**src/inc/bflc_pkg.sv**
```systemverilog
// Purpose: Shared constants and types for the biphase frame line coder.
// Assumes: 200 MHz system clock; bit clock enables come from a phase accumulator.
// Notes:   Half-bit symbols are {first half level, second half level} in coax polarity.
package bflc_pkg;
    // Clock and line rates, in Hz
    localparam int CLK_HZ = 200000000;
    localparam int COAX_BIT_HZ = 2358700;
    localparam int TWINAX_BIT_HZ = 1000000;
    localparam int TICKS_PER_BIT = 8;
    // Phase accumulator: one eighth-bit tick enable per wrap, eight per bit
    localparam logic [31:0] NCO_MOD = 32'(CLK_HZ);
    localparam logic [31:0] NCO_INC_COAX = 32'(TICKS_PER_BIT * COAX_BIT_HZ);
    localparam logic [31:0] NCO_INC_TWINAX = 32'(TICKS_PER_BIT * TWINAX_BIT_HZ);
    // Cycles between two enables: floor and ceiling of the ratio
    localparam int COAX_GAP_LO = CLK_HZ / (TICKS_PER_BIT * COAX_BIT_HZ);
    localparam int COAX_GAP_HI = (CLK_HZ + TICKS_PER_BIT * COAX_BIT_HZ - 1)
                                 / (TICKS_PER_BIT * COAX_BIT_HZ);
    localparam int TWINAX_GAP_LO = CLK_HZ / (TICKS_PER_BIT * TWINAX_BIT_HZ);
    localparam int TWINAX_GAP_HI = (CLK_HZ + TICKS_PER_BIT * TWINAX_BIT_HZ - 1)
                                   / (TICKS_PER_BIT * TWINAX_BIT_HZ);
    // Sequence lengths (last bit index of each phase)
    localparam logic [2:0] TICK_LAST = 3'h7;
    localparam logic [7:0] QUIESCE_LAST = 8'h04;
    localparam logic [7:0] VIOL_LAST = 8'h02;
    localparam logic [7:0] FRAME_LAST = 8'h08;
    localparam logic [7:0] END_LAST = 8'h02;
    localparam logic [7:0] FILL_MIN = 8'h03;
    localparam logic [7:0] CNT_ZERO = 8'h00;
    localparam logic [7:0] CNT_ONE = 8'h01;
    // Frame layout: sync bit then eight data bits, most significant first
    localparam int DATA_W = 8;
    localparam logic SYNC_BIT = 1'h1;
    localparam logic [4:0] ADDR_PAD = 5'h00;
    // Transmit buffer
    localparam int FIFO_WIDTH = DATA_W + 1;
    localparam int FIFO_DEPTH = 8;
    // Half-bit symbols
    localparam logic [1:0] SYM_LOW = 2'h0;
    localparam logic [1:0] SYM_ONE = 2'h1;
    localparam logic [1:0] SYM_ZERO = 2'h2;
    localparam logic [1:0] SYM_HIGH = 2'h3;

    typedef enum logic [1:0] {
        MODE_COAX = 2'h0,
        MODE_MUX = 2'h1,
        MODE_TWINAX = 2'h2,
        MODE_GENERAL = 2'h3
    } bflc_mode_type;

    typedef enum logic [2:0] {
        ST_IDLE = 3'h0,
        ST_QUIESCE = 3'h1,
        ST_VIOL = 3'h3,
        ST_FRAME = 3'h2,
        ST_FILL = 3'h6,
        ST_END = 3'h7
    } bflc_state_type;
endpackage

```
**src/hw/bflc_fifo.sv**
```systemverilog
// Purpose: Small FIFO holding transmit words ahead of the line coder.
// Assumes: DEPTH is a power of two; one clock, asynchronous active-low reset.
// Notes:   Head word sits in an output register; latency from push to valid is two cycles.
`timescale 1ns/100ps
module bflc_fifo #(
    parameter int WIDTH = bflc_pkg::FIFO_WIDTH,
    parameter int DEPTH = bflc_pkg::FIFO_DEPTH
) (
    input wire logic clock_i,             // System clock
    input wire logic rstn_i,              // Async reset, active low
    input wire logic wr_valid_i,          // Write word offered
    input wire logic [WIDTH-1:0] wr_data_i, // Write word
    output logic wr_ready_o,              // Room for a word
    output logic rd_valid_o,              // Head word valid
    output logic [WIDTH-1:0] rd_data_o,   // Head word
    input wire logic rd_ready_i           // Head word taken
);
    localparam int AW = $clog2(DEPTH);

    logic [WIDTH-1:0] mem_r [DEPTH];
    logic [AW-1:0] wptr_r;
    logic [AW-1:0] rptr_r;
    logic [AW:0] cnt_r;
    logic [AW:0] cnt_nxt;
    logic ready_r;
    logic valid_r;
    logic [WIDTH-1:0] data_r;

    // Handshakes; the output register refills whenever it empties or is taken
    wire push = wr_valid_i && ready_r;
    wire pop = rd_ready_i && valid_r;
    wire load = (!valid_r || pop) && (cnt_r != '0);
    assign cnt_nxt = cnt_r + (AW+1)'(push) - (AW+1)'(load);
    assign wr_ready_o = ready_r;
    assign rd_valid_o = valid_r;
    assign rd_data_o = data_r;

    // Storage array, no reset needed
    always_ff @(posedge clock_i) begin
        if (push) begin
            mem_r[wptr_r] <= wr_data_i;
        end
    end

    // Pointers, fill level and head register
    always_ff @(posedge clock_i or negedge rstn_i) begin
        if (!rstn_i) begin
            wptr_r <= '0;
            rptr_r <= '0;
            cnt_r <= '0;
            ready_r <= 1'b1;
            valid_r <= 1'b0;
            data_r <= '0;
        end else begin
            wptr_r <= wptr_r + AW'(push);
            rptr_r <= rptr_r + AW'(load);
            cnt_r <= cnt_nxt;
            ready_r <= cnt_nxt < (AW+1)'(DEPTH); // Honest full, stalls the source
            valid_r <= load || (valid_r && !pop);
            if (load) begin
                data_r <= mem_r[rptr_r];
            end
        end
    end
endmodule // bflc_fifo

```
**src/hw/bflc_line_coder.sv**
```systemverilog
// Purpose: Biphase frame line coder: quiesce, code violation, frames, fill and ending.
// Assumes: Config inputs come from same-clock logic and change only while idle.
// Notes:   Mode is latched while idle, so a message keeps one polarity and one rate.
`timescale 1ns/100ps
module bflc_line_coder (
    input wire logic clock_i,                  // 200 MHz system clock
    input wire logic rstn_i,                   // Async reset, active low
    input wire logic [1:0] mode_i,             // Protocol mode, latched while idle for transmit; the receive filter reads it live
    input wire logic [2:0] mux_addr_i,         // Port select for multiplexer mode
    input wire logic [7:0] fill_count_i,       // Twinax inter-frame fill bits
    input wire logic tx_valid_i,               // Transmit word offered
    input wire logic [7:0] tx_data_i,          // Transmit byte
    input wire logic tx_last_i,                // Word ends the message
    output logic tx_ready_o,                   // Buffer has room
    output logic line_o,                       // Serial line level
    output logic line_oe_o,                    // Line driven while high
    input wire logic rx_addr_stb_i,            // Received address frame strobe
    input wire logic [7:0] rx_addr_i,          // Received address frame
    input wire logic [7:0] station_addr_i,     // Own station address
    input wire logic promisc_i,                // Accept every address
    output logic rx_match_o                    // Received message accepted
);
    bflc_pkg::bflc_state_type st_r, st_nxt;
    bflc_pkg::bflc_mode_type mode_r, mode_nxt;
    logic [31:0] acc_r;
    logic tick_r;
    logic [2:0] tick_cnt_r;
    logic [7:0] bit_cnt_r, cnt_nxt;
    logic [8:0] shift_r, shift_nxt;
    logic last_r, last_nxt;
    logic is_addr_r, addr_nxt;
    logic end_r, end_nxt;
    logic [7:0] fill_lim_r, lim_nxt;
    logic pop;
    logic line_r;
    logic oe_r;
    logic rx_match_r;
    logic fifo_valid;
    logic [bflc_pkg::FIFO_WIDTH-1:0] fifo_data;

    // Level of a symbol in the given half of the bit
    function automatic logic half_level(input logic [1:0] sym, input logic second);
        half_level = second ? sym[0] : sym[1];
    endfunction

    bflc_fifo #(
        .WIDTH(bflc_pkg::FIFO_WIDTH),
        .DEPTH(bflc_pkg::FIFO_DEPTH)
    ) u_fifo (
        .clock_i(clock_i),
        .rstn_i(rstn_i),
        .wr_valid_i(tx_valid_i),
        .wr_data_i({tx_last_i, tx_data_i}),
        .wr_ready_o(tx_ready_o),
        .rd_valid_o(fifo_valid),
        .rd_data_o(fifo_data),
        .rd_ready_i(pop)
    );

    // Phase accumulator; fractional ratio at coax rate, so enables jitter by one cycle
    wire inv = (mode_r == bflc_pkg::MODE_TWINAX);
    wire [31:0] nco_inc = inv ? bflc_pkg::NCO_INC_TWINAX : bflc_pkg::NCO_INC_COAX;
    wire [32:0] acc_sum = {1'b0, acc_r} + {1'b0, nco_inc};
    wire nco_wrap = acc_sum >= {1'b0, bflc_pkg::NCO_MOD};
    wire [31:0] acc_nxt = nco_wrap ? 32'(acc_sum - {1'b0, bflc_pkg::NCO_MOD}) : acc_sum[31:0];
    wire bit_end = tick_r && (tick_cnt_r == bflc_pkg::TICK_LAST);

    // Eighth-bit enable and tick counter
    always_ff @(posedge clock_i or negedge rstn_i) begin
        if (!rstn_i) begin
            acc_r <= '0;
            tick_r <= 1'b0;
            tick_cnt_r <= '0;
        end else begin
            acc_r <= acc_nxt;
            tick_r <= nco_wrap;
            tick_cnt_r <= tick_cnt_r + 3'(tick_r);
        end
    end

    // Fill count floor; the 8-bit field covers the controller's full range
    wire [7:0] gap_lim = (fill_count_i < bflc_pkg::FILL_MIN) ? bflc_pkg::FILL_MIN
                                                              : fill_count_i;
    wire is_last = !is_addr_r && last_r;
    wire [8:0] addr_frame = {bflc_pkg::SYNC_BIT, bflc_pkg::ADDR_PAD, mux_addr_i};

    // Mode bits to enum
    function automatic bflc_pkg::bflc_mode_type bflc_bits_mode(input logic [1:0] m);
        bflc_bits_mode = bflc_pkg::bflc_mode_type'(m);
    endfunction

    // Sequencer: advances only on bit boundaries
    always_comb begin
        logic take;
        take = 1'b0;
        st_nxt = st_r;
        mode_nxt = (st_r == bflc_pkg::ST_IDLE) ? bflc_bits_mode(mode_i) : mode_r;
        cnt_nxt = bit_cnt_r + bflc_pkg::CNT_ONE;
        shift_nxt = {shift_r[7:0], 1'b0};
        last_nxt = last_r;
        addr_nxt = is_addr_r;
        end_nxt = end_r;
        lim_nxt = fill_lim_r;
        pop = 1'b0;
        if (!bit_end) begin
            cnt_nxt = bit_cnt_r;
            shift_nxt = shift_r;
        end else begin
            case (st_r)
                bflc_pkg::ST_IDLE: begin
                    cnt_nxt = bflc_pkg::CNT_ZERO;
                    if (fifo_valid) begin
                        st_nxt = bflc_pkg::ST_QUIESCE;
                    end
                end
                bflc_pkg::ST_QUIESCE: begin
                    if (bit_cnt_r == bflc_pkg::QUIESCE_LAST) begin
                        st_nxt = bflc_pkg::ST_VIOL;
                        cnt_nxt = bflc_pkg::CNT_ZERO;
                    end
                end
                bflc_pkg::ST_VIOL: begin
                    if (bit_cnt_r == bflc_pkg::VIOL_LAST) begin
                        if (mode_r == bflc_pkg::MODE_MUX) begin
                            st_nxt = bflc_pkg::ST_FRAME;
                            cnt_nxt = bflc_pkg::CNT_ZERO;
                            shift_nxt = addr_frame;
                            addr_nxt = 1'b1;
                        end else begin
                            take = 1'b1;
                        end
                    end
                end
                bflc_pkg::ST_FRAME: begin
                    if (bit_cnt_r == bflc_pkg::FRAME_LAST) begin
                        cnt_nxt = bflc_pkg::CNT_ZERO;
                        if (is_last || !fifo_valid) begin
                            if (inv) begin
                                st_nxt = bflc_pkg::ST_FILL;
                                lim_nxt = bflc_pkg::FILL_MIN;
                                end_nxt = 1'b1;
                            end else begin
                                st_nxt = bflc_pkg::ST_END;
                            end
                        end else if (inv) begin
                            st_nxt = bflc_pkg::ST_FILL;
                            lim_nxt = gap_lim;
                            end_nxt = 1'b0;
                        end else begin
                            take = 1'b1;
                        end
                    end
                end
                bflc_pkg::ST_FILL: begin
                    if (bit_cnt_r == 8'(fill_lim_r - bflc_pkg::CNT_ONE)) begin
                        if (end_r || !fifo_valid) begin
                            st_nxt = bflc_pkg::ST_IDLE;
                        end else begin
                            take = 1'b1;
                        end
                    end
                end
                default: begin
                    if (bit_cnt_r == bflc_pkg::END_LAST) begin
                        st_nxt = bflc_pkg::ST_IDLE;
                    end
                end
            endcase
        end
        // Next frame from the buffer: sync bit then data
        if (take) begin
            st_nxt = bflc_pkg::ST_FRAME;
            cnt_nxt = bflc_pkg::CNT_ZERO;
            shift_nxt = {bflc_pkg::SYNC_BIT, fifo_data[bflc_pkg::DATA_W-1:0]};
            last_nxt = fifo_data[bflc_pkg::DATA_W];
            addr_nxt = 1'b0;
            pop = 1'b1;
        end
    end

    // Symbol of the bit now on the line
    wire [1:0] viol_sym = (bit_cnt_r == bflc_pkg::CNT_ZERO) ? bflc_pkg::SYM_LOW :
                          (bit_cnt_r == bflc_pkg::CNT_ONE) ? bflc_pkg::SYM_ONE :
                          bflc_pkg::SYM_HIGH;
    wire [1:0] end_sym = (bit_cnt_r == bflc_pkg::CNT_ZERO) ? bflc_pkg::SYM_ZERO
                                                         : bflc_pkg::SYM_HIGH;
    wire [1:0] data_sym = shift_r[8] ? bflc_pkg::SYM_ONE : bflc_pkg::SYM_ZERO;
    wire [1:0] sym = (st_r == bflc_pkg::ST_QUIESCE) ? bflc_pkg::SYM_ONE :
                     (st_r == bflc_pkg::ST_VIOL) ? viol_sym :
                     (st_r == bflc_pkg::ST_FRAME) ? data_sym :
                     (st_r == bflc_pkg::ST_FILL) ? bflc_pkg::SYM_ZERO :
                     (st_r == bflc_pkg::ST_END) ? end_sym : bflc_pkg::SYM_LOW;
    wire busy = (st_r != bflc_pkg::ST_IDLE);
    wire level = busy && (half_level(sym, tick_cnt_r[2]) ^ inv);
    // Coax and mux modes always accept; filtering only where the protocol carries addresses
    wire filt_mode = (mode_i == bflc_pkg::MODE_TWINAX) || (mode_i == bflc_pkg::MODE_GENERAL);
    wire accept = !filt_mode || promisc_i || (rx_addr_i == station_addr_i);

    // Sequencer registers
    always_ff @(posedge clock_i or negedge rstn_i) begin
        if (!rstn_i) begin
            st_r <= bflc_pkg::ST_IDLE;
            mode_r <= bflc_pkg::MODE_COAX;
            bit_cnt_r <= '0;
            shift_r <= '0;
            last_r <= 1'b0;
            is_addr_r <= 1'b0;
            end_r <= 1'b0;
            fill_lim_r <= bflc_pkg::FILL_MIN;
        end else begin
            st_r <= st_nxt;
            mode_r <= mode_nxt;
            bit_cnt_r <= cnt_nxt;
            shift_r <= shift_nxt;
            last_r <= last_nxt;
            is_addr_r <= addr_nxt;
            end_r <= end_nxt;
            fill_lim_r <= lim_nxt;
        end
    end

    // Output registers; the line is released low while idle
    always_ff @(posedge clock_i or negedge rstn_i) begin
        if (!rstn_i) begin
            line_r <= 1'b0;
            oe_r <= 1'b0;
            rx_match_r <= 1'b0;
        end else begin
            line_r <= level;
            oe_r <= busy;
            rx_match_r <= rx_addr_stb_i && accept;
        end
    end
    assign line_o = line_r;
    assign line_oe_o = oe_r;
    assign rx_match_o = rx_match_r;

    // Helper: cycles between enables while transmitting
    logic [7:0] gap_r;
    logic gap_ok_r;
    always_ff @(posedge clock_i or negedge rstn_i) begin
        if (!rstn_i) begin
            gap_r <= '0;
            gap_ok_r <= 1'b0;
        end else begin
            gap_r <= tick_r ? 8'h01 : 8'(gap_r + 8'h01);
            gap_ok_r <= busy && (gap_ok_r || tick_r);
        end
    end
endmodule // bflc_line_coder

```
**config.mk**
```make
export PLATFORM = sky130hd
export DESIGN_NAME = bflc_line_coder
export DESIGN_NICKNAME = d
export VERILOG_FILES = /design/src/inc/bflc_pkg.sv /design/src/hw/bflc_fifo.sv /design/src/hw/bflc_line_coder.sv
export SDC_FILE = /design/constraint.sdc
export NUM_CORES = 1
export LEC_CHECK = 0
export ABC_CLOCK_PERIOD_IN_PS = 9400
export BUFFER_PORTS_ARGS = -buffer_cell sky130_fd_sc_hd__buf_2
export CORE_MARGIN = 2
export CORE_UTILIZATION = 47
export DETAILED_ROUTE_END_ITERATION = 8
export SYNTH_ARGS = -nofsm -noshare
export SYNTH_HDL_FRONTEND = slang
export SYNTH_SLANG_ARGS = --single-unit
```
**constraint.sdc**
```tcl
create_clock -name clock_i -period 9.4 [get_ports clock_i]
set_clock_uncertainty 0.1 [all_clocks]
set_input_delay 1.88 -clock clock_i [delete_from_list [all_inputs] [get_ports clock_i]]
set_output_delay 1.88 -clock clock_i [all_outputs]
set_load 0.02 [all_outputs]
```
==> Word level (Yosys, flattened, before mapping) <==
Memories as Yosys holds them, arrays and structs flattened. A register that Yosys moved wholly into a read port is not among the register bits.
Cells that the tools add are included.
{ "totals": {"regBits": 84, "latch_bits": 0, "ramBits": 72, "romBits": 0, "inputBits": 43, "output_inout_bits": 4, "wordCells": 151, "mem_count": 1} }
{ "mem_list": {"columns": ["name", "words", "width", "read_ports", "rd_ports_with_merged_regs", "write_ports", "line", "source"], "rows": [
  ["u_fifo.mem_r", 8, 9, 1, 1, 1, "bflc_fifo.sv:20", "logic [WIDTH-1:0] mem_r [DEPTH];"]
]} }
{ "classes": {"n_addsub": 9, "multipliers": 0, "div_mod_pow": 0, "order_cmp": 3, "eq_ne": 24, "n_shift": 0, "muxes": 62, "n_bitwise": 1, "n_reduce_logical": 32} }
{ "op_table": {"columns": ["op", "n"], "rows": [
  ["$mux W8", 10],
  ["$mux W9", 5],
  ["$mux W3", 12],
  ["$add A32 B25 Y33", 1],
  ["$ge A33 B28 Y1 const B", 1],
  ["$mux W32", 1],
  ["$pmux W8 S4", 1],
  ["$sub A32 B28 Y32 const B", 1],
  ["$mux W25", 1],
  ["$mux W1", 22],
  ["$ne A3 B3 Y1 const B", 6],
  ["$eq A8 B8 Y1", 2],
  ["$mux W2", 8],
  ["$pmux W3 S5", 1],
  ["$reduce_and A10 Y1", 1],
  ["$add A3 B1 Y3", 3],
  ["$eq A3 B3 Y1 const B", 3],
  ["$add A8 B1 Y8 const B", 1],
  ["$eq A8 B1 Y1 const B", 1],
  ["$eq A8 B2 Y1 const B", 1],
  ["$eq A8 B3 Y1 const B", 1],
  ["$eq A8 B4 Y1 const B", 1],
  ["$logic_and A1 B1 Y1", 8],
  ["$logic_not A8 Y1", 1],
  ["21 further kinds", 38]
]} }

==> Depth between registers and ports, before layout <==
Gate-level depths: netlist (run 1).
{ "logic_depth": {"ltp_word": 13, "ltp_mapped": 16, "depth_no_buf": 16} }

==> Hierarchy <==
Synthesis (run 1) repeated with hierarchy kept, for this count alone.
{ "hier_totals": {"hier_cells": 836, "area_unflattened_um2": 9132.5} }
{ "modules_own_cells": {"columns": ["mod", "n_inst", "cells_per_inst", "area_per_inst_um2", "seq_area_each_um2"], "rows": [
  ["bflc_line_coder", 1, 612, 5347.6, 1679.1],
  ["bflc_fifo", 1, 224, 3784.9, 2688.8]
]} }

==> Worst setup path before layout (run 1) <==
Ideal clock, no wire load.
{ "synth_timing": {"kind": "register to register", "start": "register mode_r[0]", "end": "register acc_r[24]", "setup_time_ns": 0.138, "arrival_time_ns": 3.814, "t_required_ns": 9.162, "setup_slack_ns": 5.347, "path_stages_with_launch": 14, "n_path_buf": 2, "period_less_slack_ns": 4.053, "path_cell_list": "dfrtp_1 nand2b_1 ha_1 buf_6 a211oi_2 o21ai_1 or4_4 nand3_1 xor2_1 or4b_1 a311oi_4 buf_6 o2111ai_1 xor2_1"} }
{ "synth_via": {"elab_chain_len": 5, "word_cells_on_any_way": 6, "cone_classes": "2 x add/sub; 1 x order compare; 1 x eq/ne; 2 x mux"} }
{ "synth_lines": {"columns": ["element", "line", "source"], "rows": [
  ["start: declaration", "bflc_line_coder.sv:24", "bflc_pkg::bflc_mode_type mode_r, mode_nxt;"],
  ["start signal: assignment", "bflc_line_coder.sv:203", "mode_r <= bflc_pkg::MODE_COAX;"],
  ["start signal: assignment", "bflc_line_coder.sv:212", "mode_r <= mode_nxt;"],
  ["$eq A2 B2 Y1 *", "bflc_line_coder.sv:61", "wire inv = (mode_r == bflc_pkg::MODE_TWINAX);"],
  ["$mux W25 *", "bflc_line_coder.sv:62", "wire [31:0] nco_inc = inv ? bflc_pkg::NCO_INC_TWINAX : bflc_pkg::NCO_INC_COAX;"],
  ["$add A32 B25 Y33 *", "bflc_line_coder.sv:63", "wire [32:0] acc_sum = {1'b0, acc_r} + {1'b0, nco_inc};"],
  ["$sub A32 B28 Y32 / $ge A33 B28 Y1 (equally long branches)", "bflc_line_coder.sv:65, bflc_line_coder.sv:64", null],
  ["$mux W32 *", "bflc_line_coder.sv:65", "wire [31:0] acc_nxt = nco_wrap ? 32'(acc_sum - {1'b0, bflc_pkg::NCO_MOD}) : acc_sum[31:0];"],
  ["via acc_nxt[24]", "bflc_line_coder.sv:65", null],
  ["end signal: assignment", "bflc_line_coder.sv:75", "acc_r <= acc_nxt;"],
  ["end: declaration", "bflc_line_coder.sv:25", "logic [31:0] acc_r;"]
]} }
Mark *: on every way through the listed nets, which the timed path passes. The rest lies on a longest branch.
A chain may end at the register's enable or synchronous reset.

==> Final worst setup path (run 1) <==
{ "layout_timing": {"start": "register mode_r[0]", "end": "register acc_r[11]"} }
The elaborated chain is that of the path after synthesis.

==> results of run 1 <==
cells by family after synthesis:
group           Yosys count  share of synthesized area, %
fa+ha+maj                33                          4.83
buf+inv                  66                          3.20
compound gates          193                          14.9
mux                      37                          6.76
xor+xnor                 55                          5.44
flops                   160                          49.3
simple gates            254                          15.6
metrics by stage:
stage               instance area (um2)  hold slack [ns]
floorplan                          8860            0.341
global placement                   9270            0.377
detailed placement                 9270            0.377
CTS                                9830            0.396
global route                       9830            0.414
finish                             9830            0.400
flip-flops by register name, indices dropped and copies added (netlist names), 4 cells and up:
| name | count |
|---|---|
| shift_r | 9 |
| fill_lim_r | 8 |
| u_fifo.rd_data_o | 9 |
| u_fifo.mem_r | 72 |
| u_fifo.cnt_r | 4 |
| bit_cnt_r | 8 |
| acc_r | 27 |
cells in the mapped netlist (8+ instances only):
| master | n |
|---|---|
| nor3_1 | 22 |
| nand4_1 | 8 |
| a21oi_1 | 43 |
| or3_1 | 8 |
| a21o_1 | 11 |
| clkbuf_1 | 24 |
| nand2_1 | 53 |
| inv_1 | 33 |
| mux2i_1 | 16 |
| nand2b_1 | 16 |
| o21ai_0 | 44 |
| dfrtp_1 | 85 |
| ha_1 | 31 |
| xor2_1 | 21 |
| mux4_2 | 18 |
| nor2_1 | 46 |
| nor2b_1 | 9 |
| xnor2_1 | 34 |
| nor3b_1 | 11 |
| and3_1 | 11 |
| a31oi_1 | 11 |
| nand3_1 | 28 |
| edfxtp_1 | 72 |
| o211ai_1 | 14 |
worst max-delay path by stage:
stage,startpoint,to,slack [ns],cells past startpoint
after floorplan,mode_r[0]$_DFFE_PN0N_,acc_r[24]$_DFF_PN0_,5.35,13
after global placement,mode_r[0]$_DFFE_PN0N_,acc_r[26]$_DFF_PN0_,4.23,12
after detailed placement,mode_r[0]$_DFFE_PN0N_,acc_r[20]$_DFF_PN0_,4.07,12
after CTS,mode_r[0]$_DFFE_PN0N_,acc_r[11]$_DFF_PN0_,4.04,12
after global routing,mode_r[0]$_DFFE_PN0N_,acc_r[11]$_DFF_PN0_,3.64,12
final,mode_r[0]$_DFFE_PN0N_,acc_r[11]$_DFF_PN0_,3.97,12
power groups by stage:
stage	registers [mW]	clock network (mW)	logic, mW
global route	1.09	0.693	2.42
detailed placement	1.08	0	2.15
finish	1.07	0.647	2.18
floorplan	1.02	0	1.73
CTS	1.06	0.660	2.16
global placement	1.07	0	2.10
layout by cell type, fill, tap and decap left out, types with 9 or more instances in the layout:
cell type,Yosys,layout
dfrtp_1,85,85
buf_2,2,45
ha_1,31,31
xnor2_1,34,34
and3_1,11,11
a21o_1,11,11
clkbuf_16,0,17
nor2b_1,9,9
nor2_1,46,46
a31oi_1,11,11
nor3_1,22,20
edfxtp_1,72,72
mux2i_1,16,16
inv_1,33,33
o21ai_0,44,44
nor3b_1,11,11
nand2_1,53,53
a21oi_1,43,43
nand2b_1,16,16
xor2_1,21,21
mux4_2,18,18
o211ai_1,14,14
nand3_1,28,28
worst max-delay path, delay by kind of cell (launching register included):
kind | cells | cell delay (ns)
simple gates | 3 | 1.24
flops | 1 | 0.37
xor+xnor | 1 | 0.19
buf+inv | 1 | 0.35
compound gates | 6 | 2.58
fa+ha+maj | 1 | 0.45
layout make-up:
type | count | area, um2 | share of cell area (%)
flip-flops and latches | 160 | 4370 | 44.4
multi-input cells | 572 | 4220 | 42.9
clock buffers | 19 | 453 | 4.61
well taps | 234 | 293 | 2.98
repair buffers | 50 | 263 | 2.67
inverters | 33 | 124 | 1.26
clock inverters | 13 | 108 | 1.09
per-layer routing:
layer	share of wire (%)	track usage, %	up-vias	routed length (um)
li1	-	-	3074	-
met3	5.2	4.25	15	1020
met2	49	33.9	179	9510
met4	0.96	5.95	0	188
met1	45	27.5	3173	8850
met5	0	0	-	0
==> flow_metrics.py, run 1 <==
metrics = {
    "routing": {
        "drc": 0,
        "dr.pass1.iters": 5,
        "drt_iter0_drc": 486,
        "wire_per_inst_um": 18.1,
        "vias": 6441,
        "drt-vias-per-instance": 5.96,
        "final_antenna_net_count": 0,
        "routed_wl_mm": 19.6,
    },
    "floorplanning": {
        "start_util_pct": 47.7,
        "rows": 50,
        "die_y_um": 141,
        "pin_count": 47,
        "die_x_um": 141,
        "fp.dieArea_um2": 20000,
        "coreArea_um2": 18600,
    },
    "global_route": {
        "grt_first_pass_wirelength_mm": 32.1,
        "grt_max_degree": 81,
        "grt-ovfl-total": 0,
        "grt_pass1_vias": 6359,
        "grt_antenna_before_repair": 0,
        "grt_usage_pct": 20.5,
    },
    "finish": {
        "drive_above_1_share_pct": 15.0,
        "filler_cell_count": 1641,
        "fin_cells": 1081,
        "postLayoutCoreUtil_pct": 52.9,
        "fin_nets": 910,
        "area_growth_pct": 10.9,
        "diodes": 0,
    },
    "worst_setup_path": {
        "crit_path_top_delay_cell": "a311oi_4",
        "r2r-start": "mode_r[0]$_DFFE_PN0N_",
        "endpoint_kind": "register",
        "worst-r2r-cell-count": 12,
        "rrSetupSlack_ns": 3.97,
        "arrival_ns": 5.62,
        "crit_chain": "nand2b_1 -> inv_1 -> ha_1 -> nand3_1 -> o211ai_1 -> a21o_2 -> o21ai_0 -> a311oi_4 -> or4b_4 -> a311oi_4 -> o21ai_0 -> xor2_1",
        "required_ns": 9.59,
        "cp_max_fo": 23,
        "reg2reg_to": "acc_r[11]$_DFF_PN0_",
        "slowest_delay_ns": 0.74,
        "path_class": "register to register",
        "startpoint_type": "register",
    },
    "yosys": {
        "synth_edf_count": 72,
        "synth_cells": 798,
        "yosysSeqAreaShare_pct": 49.3,
        "async_flop_share_pct": 55.0,
        "syn_avg_cell_area_um2": 11.1,
        "synth.distinct_cells": 79,
        "ys_ff_latch": 160,
        "yosysWarnings": 0,
        "yosysTopAreaCellShare_pct": 24.4,
        "synthFlopType": "dfrtp_1",
        "synth_largest_area_cell": "edfxtp_1",
        "netlist_area_um2": 8860,
        "synth_area_leaders": "edfxtp_1 24%, dfrtp_1 24%, mux4_2 4.6%",
        "synth_nets": 874,
    },
    "power_and_ir_drop": {
        "p_switching_mw": 1.75,
        "p_sw_share_pct": 45.1,
        "power_mw": 3.89,
        "pwr-share-clk_pct": 16.6,
        "power.density_nw_per_um2": 396,
        "power.leakage_nw": 3.78,
        "power.share.sequential_pct": 27.4,
        "comb_power_share_pct": 56.0,
        "peakVddDrop_mv": 0.209,
        "p_int_mw": 2.14,
    },
    "placed_design": {
        "gp_congestion": 0.932,
        "hpwlAfterDp_mm": 14.1,
        "dp.cells": 1049,
        "pre_cts_ws_ns": 4.07,
        "portBuffers": 46,
    },
    "clocking": {
        "clockBufferDepth": 2,
        "numCtsBuffers": 17,
        "cts_hold_buf": 0,
        "post_cts.repair.setup_buffers": 0,
        "worstSkewPairLatency_ns": 0.43,
        "cts-root-buf": "clkbuf_16",
        "cts.reportedPaths.clkPinSlew_ns": 0.06,
        "cts.sinks": 160,
        "cts_tree": "done",
        "htreeDepth": 4,
        "post_cts_resized": 0,
    },
    "timing": {
        "setup_viol": 0,
        "setup_ws_ns": 3.97,
        "period_share_pct": 57.8,
        "slew_headroom_pct": 31.7,
        "worst_pin_slew_ns": 1.02,
        "fin_crit_ns": 5.43,
        "slew_viol_final": 0,
        "fmax_mhz": 184,
        "hold_viol_final": 0,
        "rsz0062_at_grt": "no",
        "tns_ns": 0,
    },
    "hold_path": {
        "hold-path-endpoint": "end_r$_DFFE_PN0P_",
        "min_path_type": "register to register",
        "hold_start": "end_r$_DFFE_PN0P_",
        "hold_depth": 2,
    },
    "flow_run": {
        "cap_violations": 0,
    },
    "outcome": {
        "status": "completed",
    },
}
Power figures use the tool's default switching activity.
==> run 2: changes to the inputs <==
--- a/config.mk
+++ b/config.mk
@@ -5,11 +5,12 @@
 export SDC_FILE = /design/constraint.sdc
 export NUM_CORES = 1
 export LEC_CHECK = 0
-export ABC_CLOCK_PERIOD_IN_PS = 9400
+export ABC_CLOCK_PERIOD_IN_PS = 4800
 export BUFFER_PORTS_ARGS = -buffer_cell sky130_fd_sc_hd__buf_2
 export CORE_MARGIN = 2
 export CORE_UTILIZATION = 47
 export DETAILED_ROUTE_END_ITERATION = 8
+export PLACE_DENSITY = 0.66
 export SYNTH_ARGS = -nofsm -noshare
 export SYNTH_HDL_FRONTEND = slang
 export SYNTH_SLANG_ARGS = --single-unit
==> constraint.sdc (replaced) <==
create_clock -name clock_i -period 4.8 [get_ports clock_i]
set_clock_uncertainty 0.1 [all_clocks]
set_input_delay 0.96 -clock clock_i [delete_from_list [all_inputs] [get_ports clock_i]]
set_output_delay 0.96 -clock clock_i [all_outputs]
set_load 0.02 [all_outputs]
==> run 2 against run 1 <==
  * Count of clock-buffer cells in the layout fell by 2
  * Utilization is 0.61 points higher
  * Final cell count rose by 0.83%
  * Critical path type unchanged
  * Highest routed layer unchanged
==> flow_metrics.py, run 2 (synthesized netlist as in run 1, its figures left out) <==
metrics = {
    "finish": {
        "postLayoutCoreUtil_pct": 53.5,
        "area_growth_pct": 12.2,
        "multi_input_area_um2": 4210,
        "largest_reg_flops": 72,
        "diodes": 0,
        "largest-register": "u_fifo.mem_r",
        "layout_commonest_cell": "dfrtp_1",
        "reg_top3": "u_fifo.mem_r: 72 flops, acc_r: 27 flops",
        "final_cell_mix": "85 x dfrtp_1, 72 x edfxtp_1, 53 x nand2_1",
        "fin_nets": 919,
        "filler_cell_count": 1610,
        "regArea_um2": 4370,
        "drive_above_1_share_pct": 15.5,
    },
    "hold_path": {
        "hold_depth": 2,
        "hold-path-endpoint": "fill_lim_r[1]$_DFFE_PN1P_",
        "min_path_type": "register to register",
        "hold_start": "fill_lim_r[1]$_DFFE_PN1P_",
    },
    "clocking": {
        "htreeDepth": 4,
        "numCtsBuffers": 17,
        "cts.reportedPaths.clkPinSlew_ns": 0.07,
        "cts.sinks": 160,
        "worstSkewPairLatency_ns": 0.42,
        "clockBufferDepth": 2,
        "cts_tree": "done",
        "cts-root-buf": "clkbuf_16",
        "post_cts.repair.setup_buffers": 0,
        "post_cts_resized": 0,
        "cts_hold_buf": 0,
    },
    "worst_setup_path": {
        "slowest_delay_ns": 0.61,
        "reg2reg_to": "acc_r[20]$_DFF_PN0_",
        "crit_top_cell": "buf_4",
        "worst-r2r-cell-count": 13,
        "endpoint_kind": "register",
        "crit_start": "mode_r[0]$_DFFE_PN0N_",
        "r2r-start": "mode_r[0]$_DFFE_PN0N_",
        "arrival_ns": 4.53,
        "rrSetupSlack_ns": 0.48,
        "path_class": "register to register",
        "crit_path_top_delay_cell": "or4b_1",
        "required_ns": 5.00,
        "cp_max_fo": 15,
        "startpoint_type": "register",
        "crit_chain": "nand2b_1 -> buf_4 -> ha_1 -> a211oi_2 -> o21ai_1 -> or4_4 -> nand3_1 -> xor2_1 -> or4b_1 -> a311oi_4 -> buf_4 -> o21bai_1 -> a221o_1",
    },
    "timing": {
        "fmax_mhz": 231,
        "tns_ns": 0,
        "period_share_pct": 90.1,
        "worst_pin_slew_ns": 1.05,
        "fin_crit_ns": 4.32,
        "slew_viol_final": 0,
        "setup_viol": 0,
        "hold_viol_final": 0,
        "rsz0062_at_grt": "no",
        "slew_headroom_pct": 29.6,
    },
    "floorplanning": {
        "die_y_um": 141,
        "start_util_pct": 47.7,
        "fp.dieArea_um2": 20000,
        "rows": 50,
        "coreArea_um2": 18600,
        "die_x_um": 141,
        "pin_count": 47,
    },
    "global_route": {
        "grt_max_degree": 61,
        "grt_antenna_before_repair": 0,
        "grt_pass1_vias": 6150,
        "grt-ovfl-total": 0,
        "grt_usage_pct": 19.7,
        "grt_first_pass_wirelength_mm": 31.0,
    },
    "routing": {
        "drt-vias-per-instance": 5.86,
        "wire_per_inst_um": 17.4,
        "vias": 6385,
        "drc": 0,
        "routed_wl_mm": 18.9,
        "dr.pass1.iters": 5,
        "final_antenna_net_count": 0,
        "drt_iter0_drc": 439,
    },
    "outcome": {
        "status": "completed",
    },
    "placed_design": {
        "gp_congestion": 0.870,
        "portBuffers": 46,
        "hpwlAfterDp_mm": 13.3,
    },
    "power_and_ir_drop": {
        "power.density_nw_per_um2": 779,
        "peakVddDrop_mv": 0.394,
        "power.leakage_nw": 3.84,
    },
    "flow_run": {
        "cap_violations": 0,
    },
}
==> run 2: cell count changes in the layout (fill, tap and decap cells not counted), sizes merged <==
| cell | delta |
|---|---|
| clkbuf | -2 |
| inv | +5 |
| clkinvlp | -1 |
| bufinv | +1 |
| clkinv | -3 |
| buf | +9 |
==> run 2: worst max-delay path, delay by kind of cell (launching register included) <==
| kind | cells | cell delay [ns] |
|---|---|---|
| AO/OA/AOI/OAI | 5 | 1.27 |
| XOR/XNOR | 1 | 0.11 |
| buffers and inverters | 2 | 0.44 |
| AND/OR/NAND/NOR | 4 | 1.47 |
| flip-flops | 1 | 0.39 |
| adder cells (fa/ha/maj) | 1 | 0.41 |
==> run 2: worst max path at each step <==
| stage | end | slack, ns |
|---|---|---|
| floorplan | acc_r[24]$_DFF_PN0_ | 0.75 |
| global route | acc_r[20]$_DFF_PN0_ | 0.23 |
| global placement | acc_r[20]$_DFF_PN0_ | 0.54 |
| detailed placement | acc_r[20]$_DFF_PN0_ | 0.54 |
| CTS | acc_r[20]$_DFF_PN0_ | 0.51 |
| finish | acc_r[20]$_DFF_PN0_ | 0.48 |
==> run 2: cell type report <==
type                    count  area share [%]
well taps                 234            2.95
clock buffers              17            4.28
multi-input cells         572            42.4
flip-flops and latches    160            43.9
clock inverters            15            1.91
repair buffers             59            3.32
inverters                  33            1.25
==> run 2: layer usage <==
layer / global-route usage [%] / up-vias / wire, um
met5: 0 / - / 0
met4: 5.68 / 0 / 182
met3: 4.39 / 16 / 1160
met2: 31.1 / 196 / 8640
met1: 27.7 / 3083 / 8950
li1: - / 3090 / -
==> run 2: per-stage QoR <==
step	hold WS (ns)	instance area (um2)	total power [mW]	setup WS, ns	std cells
2_1_floorplan	0.341	8860	5.37	0.747	798
3_3_place_gp	0.376	9330	6.30	0.539	1058
3_5_place_dp	0.376	9330	6.32	0.535	1058
4_1_cts	0.394	9940	7.74	0.506	1090
5_1_grt	0.419	9940	8.40	0.234	1090
6_report	0.397	9940	7.74	0.476	1090
==> run 2: power breakdown <==
| part | internal, mW | switching [mW] |
|---|---|---|
| Clock | 0.753 | 0.629 |
| Combinational | 1.74 | 2.54 |
| Sequential | 1.81 | 0.276 |
==> run 3: changes to the inputs <==
--- a/config.mk
+++ b/config.mk
@@ -8,9 +8,9 @@
 export ABC_CLOCK_PERIOD_IN_PS = 4800
 export BUFFER_PORTS_ARGS = -buffer_cell sky130_fd_sc_hd__buf_2
 export CORE_MARGIN = 2
-export CORE_UTILIZATION = 47
+export CORE_UTILIZATION = 37
 export DETAILED_ROUTE_END_ITERATION = 8
-export PLACE_DENSITY = 0.66
 export SYNTH_ARGS = -nofsm -noshare
 export SYNTH_HDL_FRONTEND = slang
+export SYNTH_HIERARCHICAL = 1
 export SYNTH_SLANG_ARGS = --single-unit
==> run 3 against run 2 <==
  * Final cell count rose by 11%
  * First-iteration DRC count fell by 6.2%
  * Clock power barely moved
  * Wire length rose by 1.2%
  * Sequential share of layout area fell by 1.4 points
  * Maximum frequency fell by 0.58%
  * Non-clock buffer count rose by 5
  * Die area rose by 30%
==> flow_metrics.py, run 3 <==
metrics = {
    "finish": {
        "area_growth_pct": 12.5,
        "diodes": 0,
        "largest-register": "u_fifo/mem_r",
        "layout_commonest_cell": "dfrtp_1",
        "final_cell_mix": "85 x dfrtp_1, 72 x edfxtp_1, 58 x nand2_1",
        "postLayoutCellArea_um2": 10300,
        "largest_reg_flops": 72,
        "drive_above_1_share_pct": 18.4,
        "postLayoutCoreUtil_pct": 42.4,
        "reg_top3": "u_fifo/mem_r: 72 flops, acc_r: 27 flops",
        "fin_nets": 952,
    },
    "floorplanning": {
        "die_y_um": 161,
        "pin_count": 47,
        "die_x_um": 161,
        "fp.dieArea_um2": 26000,
        "start_util_pct": 37.7,
        "rows": 57,
        "coreArea_um2": 24200,
    },
    "timing": {
        "tns_ns": 0,
        "slew_headroom_pct": 19.2,
        "slew_viol_final": 0,
        "fmax_mhz": 230,
        "worst_pin_slew_ns": 1.21,
        "hold_viol_final": 0,
        "period_share_pct": 90.6,
        "timing.hold.ws_ns": 0.393,
        "fin_crit_ns": 4.35,
        "setup_viol": 0,
        "rsz0062_at_grt": "no",
    },
    "global_route": {
        "grt_max_degree": 63,
        "grt-ovfl-total": 0,
        "grt_first_pass_wirelength_mm": 31.9,
        "grt_pass1_vias": 6334,
        "grt_usage_pct": 15.1,
        "grt_antenna_before_repair": 0,
    },
    "worst_setup_path": {
        "cp_max_fo": 12,
        "r2r-start": "mode_r[0]$_DFFE_PN0N_",
        "reg2reg_to": "acc_r[28]$_DFF_PN0_",
        "arrival_ns": 4.56,
        "required_ns": 5.01,
        "worst-r2r-cell-count": 13,
        "endpoint_kind": "register",
        "rrSetupSlack_ns": 0.45,
        "path_class": "register to register",
        "critPathCapture": "acc_r[28]$_DFF_PN0_",
        "crit_start": "mode_r[0]$_DFFE_PN0N_",
        "startpoint_type": "register",
    },
    "routing": {
        "dr.pass1.iters": 5,
        "wire_per_inst_um": 15.8,
        "drt_iter0_drc": 412,
        "routed_wl_mm": 19.2,
        "vias": 6537,
        "drc": 0,
        "final_antenna_net_count": 0,
        "drt-vias-per-instance": 5.39,
    },
    "power_and_ir_drop": {
        "power.share.sequential_pct": 26.0,
        "comb_power_share_pct": 57.7,
        "p_int_mw": 4.59,
        "pwr-share-clk_pct": 16.3,
        "power_mw": 8.31,
        "p_sw_share_pct": 44.8,
        "power.density_nw_per_um2": 809,
        "p_switching_mw": 3.72,
        "power.leakage_nw": 4.03,
        "peakVddDrop_mv": 0.313,
    },
    "flow_run": {
        "cap_violations": 0,
    },
    "clocking": {
        "cts.reportedPaths.clkPinSlew_ns": 0.08,
        "htreeDepth": 4,
        "cts_tree": "done",
        "cts_hold_buf": 0,
        "cts-root-buf": "clkbuf_16",
        "worstSkewPairLatency_ns": 0.42,
        "post_cts.repair.setup_buffers": 0,
        "cts.sinks": 160,
        "numCtsBuffers": 17,
        "clockBufferDepth": 2,
    },
    "yosys": {
        "syn_avg_cell_area_um2": 10.9,
        "synth_nets": 912,
        "async_flop_share_pct": 55.0,
        "yosysSeqAreaShare_pct": 47.8,
        "yosysTopAreaCellShare_pct": 23.7,
        "netlist_area_um2": 9130,
        "synth.most_common_cell": "dfrtp_1",
        "synth_common_cells": "85 x dfrtp_1, 72 x edfxtp_1, 59 x nand2_1",
        "ys_ff_latch": 160,
        "synth_edf_count": 72,
        "yosysWarnings": 6,
        "synth_area_leaders": "edfxtp_1 24%, dfrtp_1 23%, xnor2_1 4.6%",
        "synth_cells": 836,
        "synthFlopType": "dfrtp_1",
        "synth.distinct_cells": 91,
        "synth_largest_area_cell": "edfxtp_1",
    },
    "placed_design": {
        "placed_area_um2": 9660,
        "gp_congestion": 0.834,
        "hpwlAfterDp_mm": 13.7,
        "portBuffers": 46,
    },
    "outcome": {
        "status": "completed",
    },
    "hold_path": {
        "min_path_type": "register to register",
    },
}
==> run 3: cell count changes in the layout (fill, tap and decap cells not counted), sizes merged, moves of 6 or more <==
cell	change
inv	-6
a21o	-6
mux2i	+6
nand2	+7
nand3	-7
o31ai	+11
o22ai	+10
o211ai	-8
mux2	+19
a22o	+8
mux4	-18
xnor2	+14
==> run 3: power by group through the flow <==
stage / Combinational, mW / Clock [mW] / Sequential, mW
floorplan: 3.85 / 0 / 2.04
global placement: 4.69 / 0 / 2.18
detailed placement: 4.69 / 0 / 2.18
CTS: 4.74 / 1.39 / 2.15
global route: 5.34 / 1.45 / 2.21
finish: 4.79 / 1.36 / 2.16
==> run 3: kinds of logic (layout without fill, tap and decap cells) <==
family,after synthesis,after routing,synth area share (%)
AOI/OAI and AO/OA,222,222,17.8
DFF,160,160,47.8
buffers and inverters,71,124,3.92
xor gates and xnor gates,67,67,6.43
muxes,44,44,5.12
adders and majority gates,33,33,4.69
and+or+nand+nor,239,239,14.2
==> run 3: worst min-delay path by stage <==
stage | startpoint | to | cells after the start
final | end_r$_DFFE_PN0P_ | end_r$_DFFE_PN0P_ | 2
after detailed placement | u_fifo/rd_data_o[8]$_DFFE_PN0P_ | last_r$_DFFE_PN0P_ | 2
after global routing | u_fifo/rd_data_o[8]$_DFFE_PN0P_ | last_r$_DFFE_PN0P_ | 2
after CTS | u_fifo/rd_data_o[8]$_DFFE_PN0P_ | last_r$_DFFE_PN0P_ | 2
after global placement | end_r$_DFFE_PN0P_ | end_r$_DFFE_PN0P_ | 2
after floorplan | u_fifo/rd_data_o[8]$_DFFE_PN0P_ | last_r$_DFFE_PN0P_ | 2
==> run 3: what timing repair did <==
| item | CTS | global route |
|---|---|---|
| resized for setup | 0 | 3 |
| endpoints found under the hold margin | 0 | 0 |
| endpoints found under the setup margin | 0 | 3 |
==> run 3: layer usage <==
metal	vias to the layer above	part of all wire, %	GRT usage (%)
li1	3223	-	-
met1	3153	49	21.7
met2	143	46	23.8
met3	18	4.0	2.31
met4	0	1.3	4.46
met5	-	0	0
==> run 3: stage by stage <==
stage / instances / worst slack (ns)
after detailed placement: 1181 / 0.241
after global placement: 1181 / 0.296
after CTS: 1213 / 0.249
final: 1213 / 0.451
after global routing: 1213 / 0.179
after floorplan: 836 / 0.734
==> run 3: cell type report <==
cell class | instances | area [um2]
Clock inverter | 15 | 170
Fill cell | 2262 | 14000
Timing Repair Buffer | 64 | 368
Tap cell | 324 | 405
Multi-Input combinational cell | 605 | 4430
Clock buffer | 17 | 425
Sequential cell | 160 | 4370
Inverter | 28 | 105
==> run 3: critical path: stages, from the launching register on <==
cell	delay, ns
dfrtp_1	0.36
inv_1	0.12
nand2_2	0.22
buf_4	0.22
ha_1	0.39
a21oi_1	0.39
o22ai_1	0.19
a311oi_4	0.46
a21oi_1	0.15
xnor2_1	0.25
or4_1	0.60
o41ai_1	0.46
a221oi_1	0.13
a31o_1	0.21
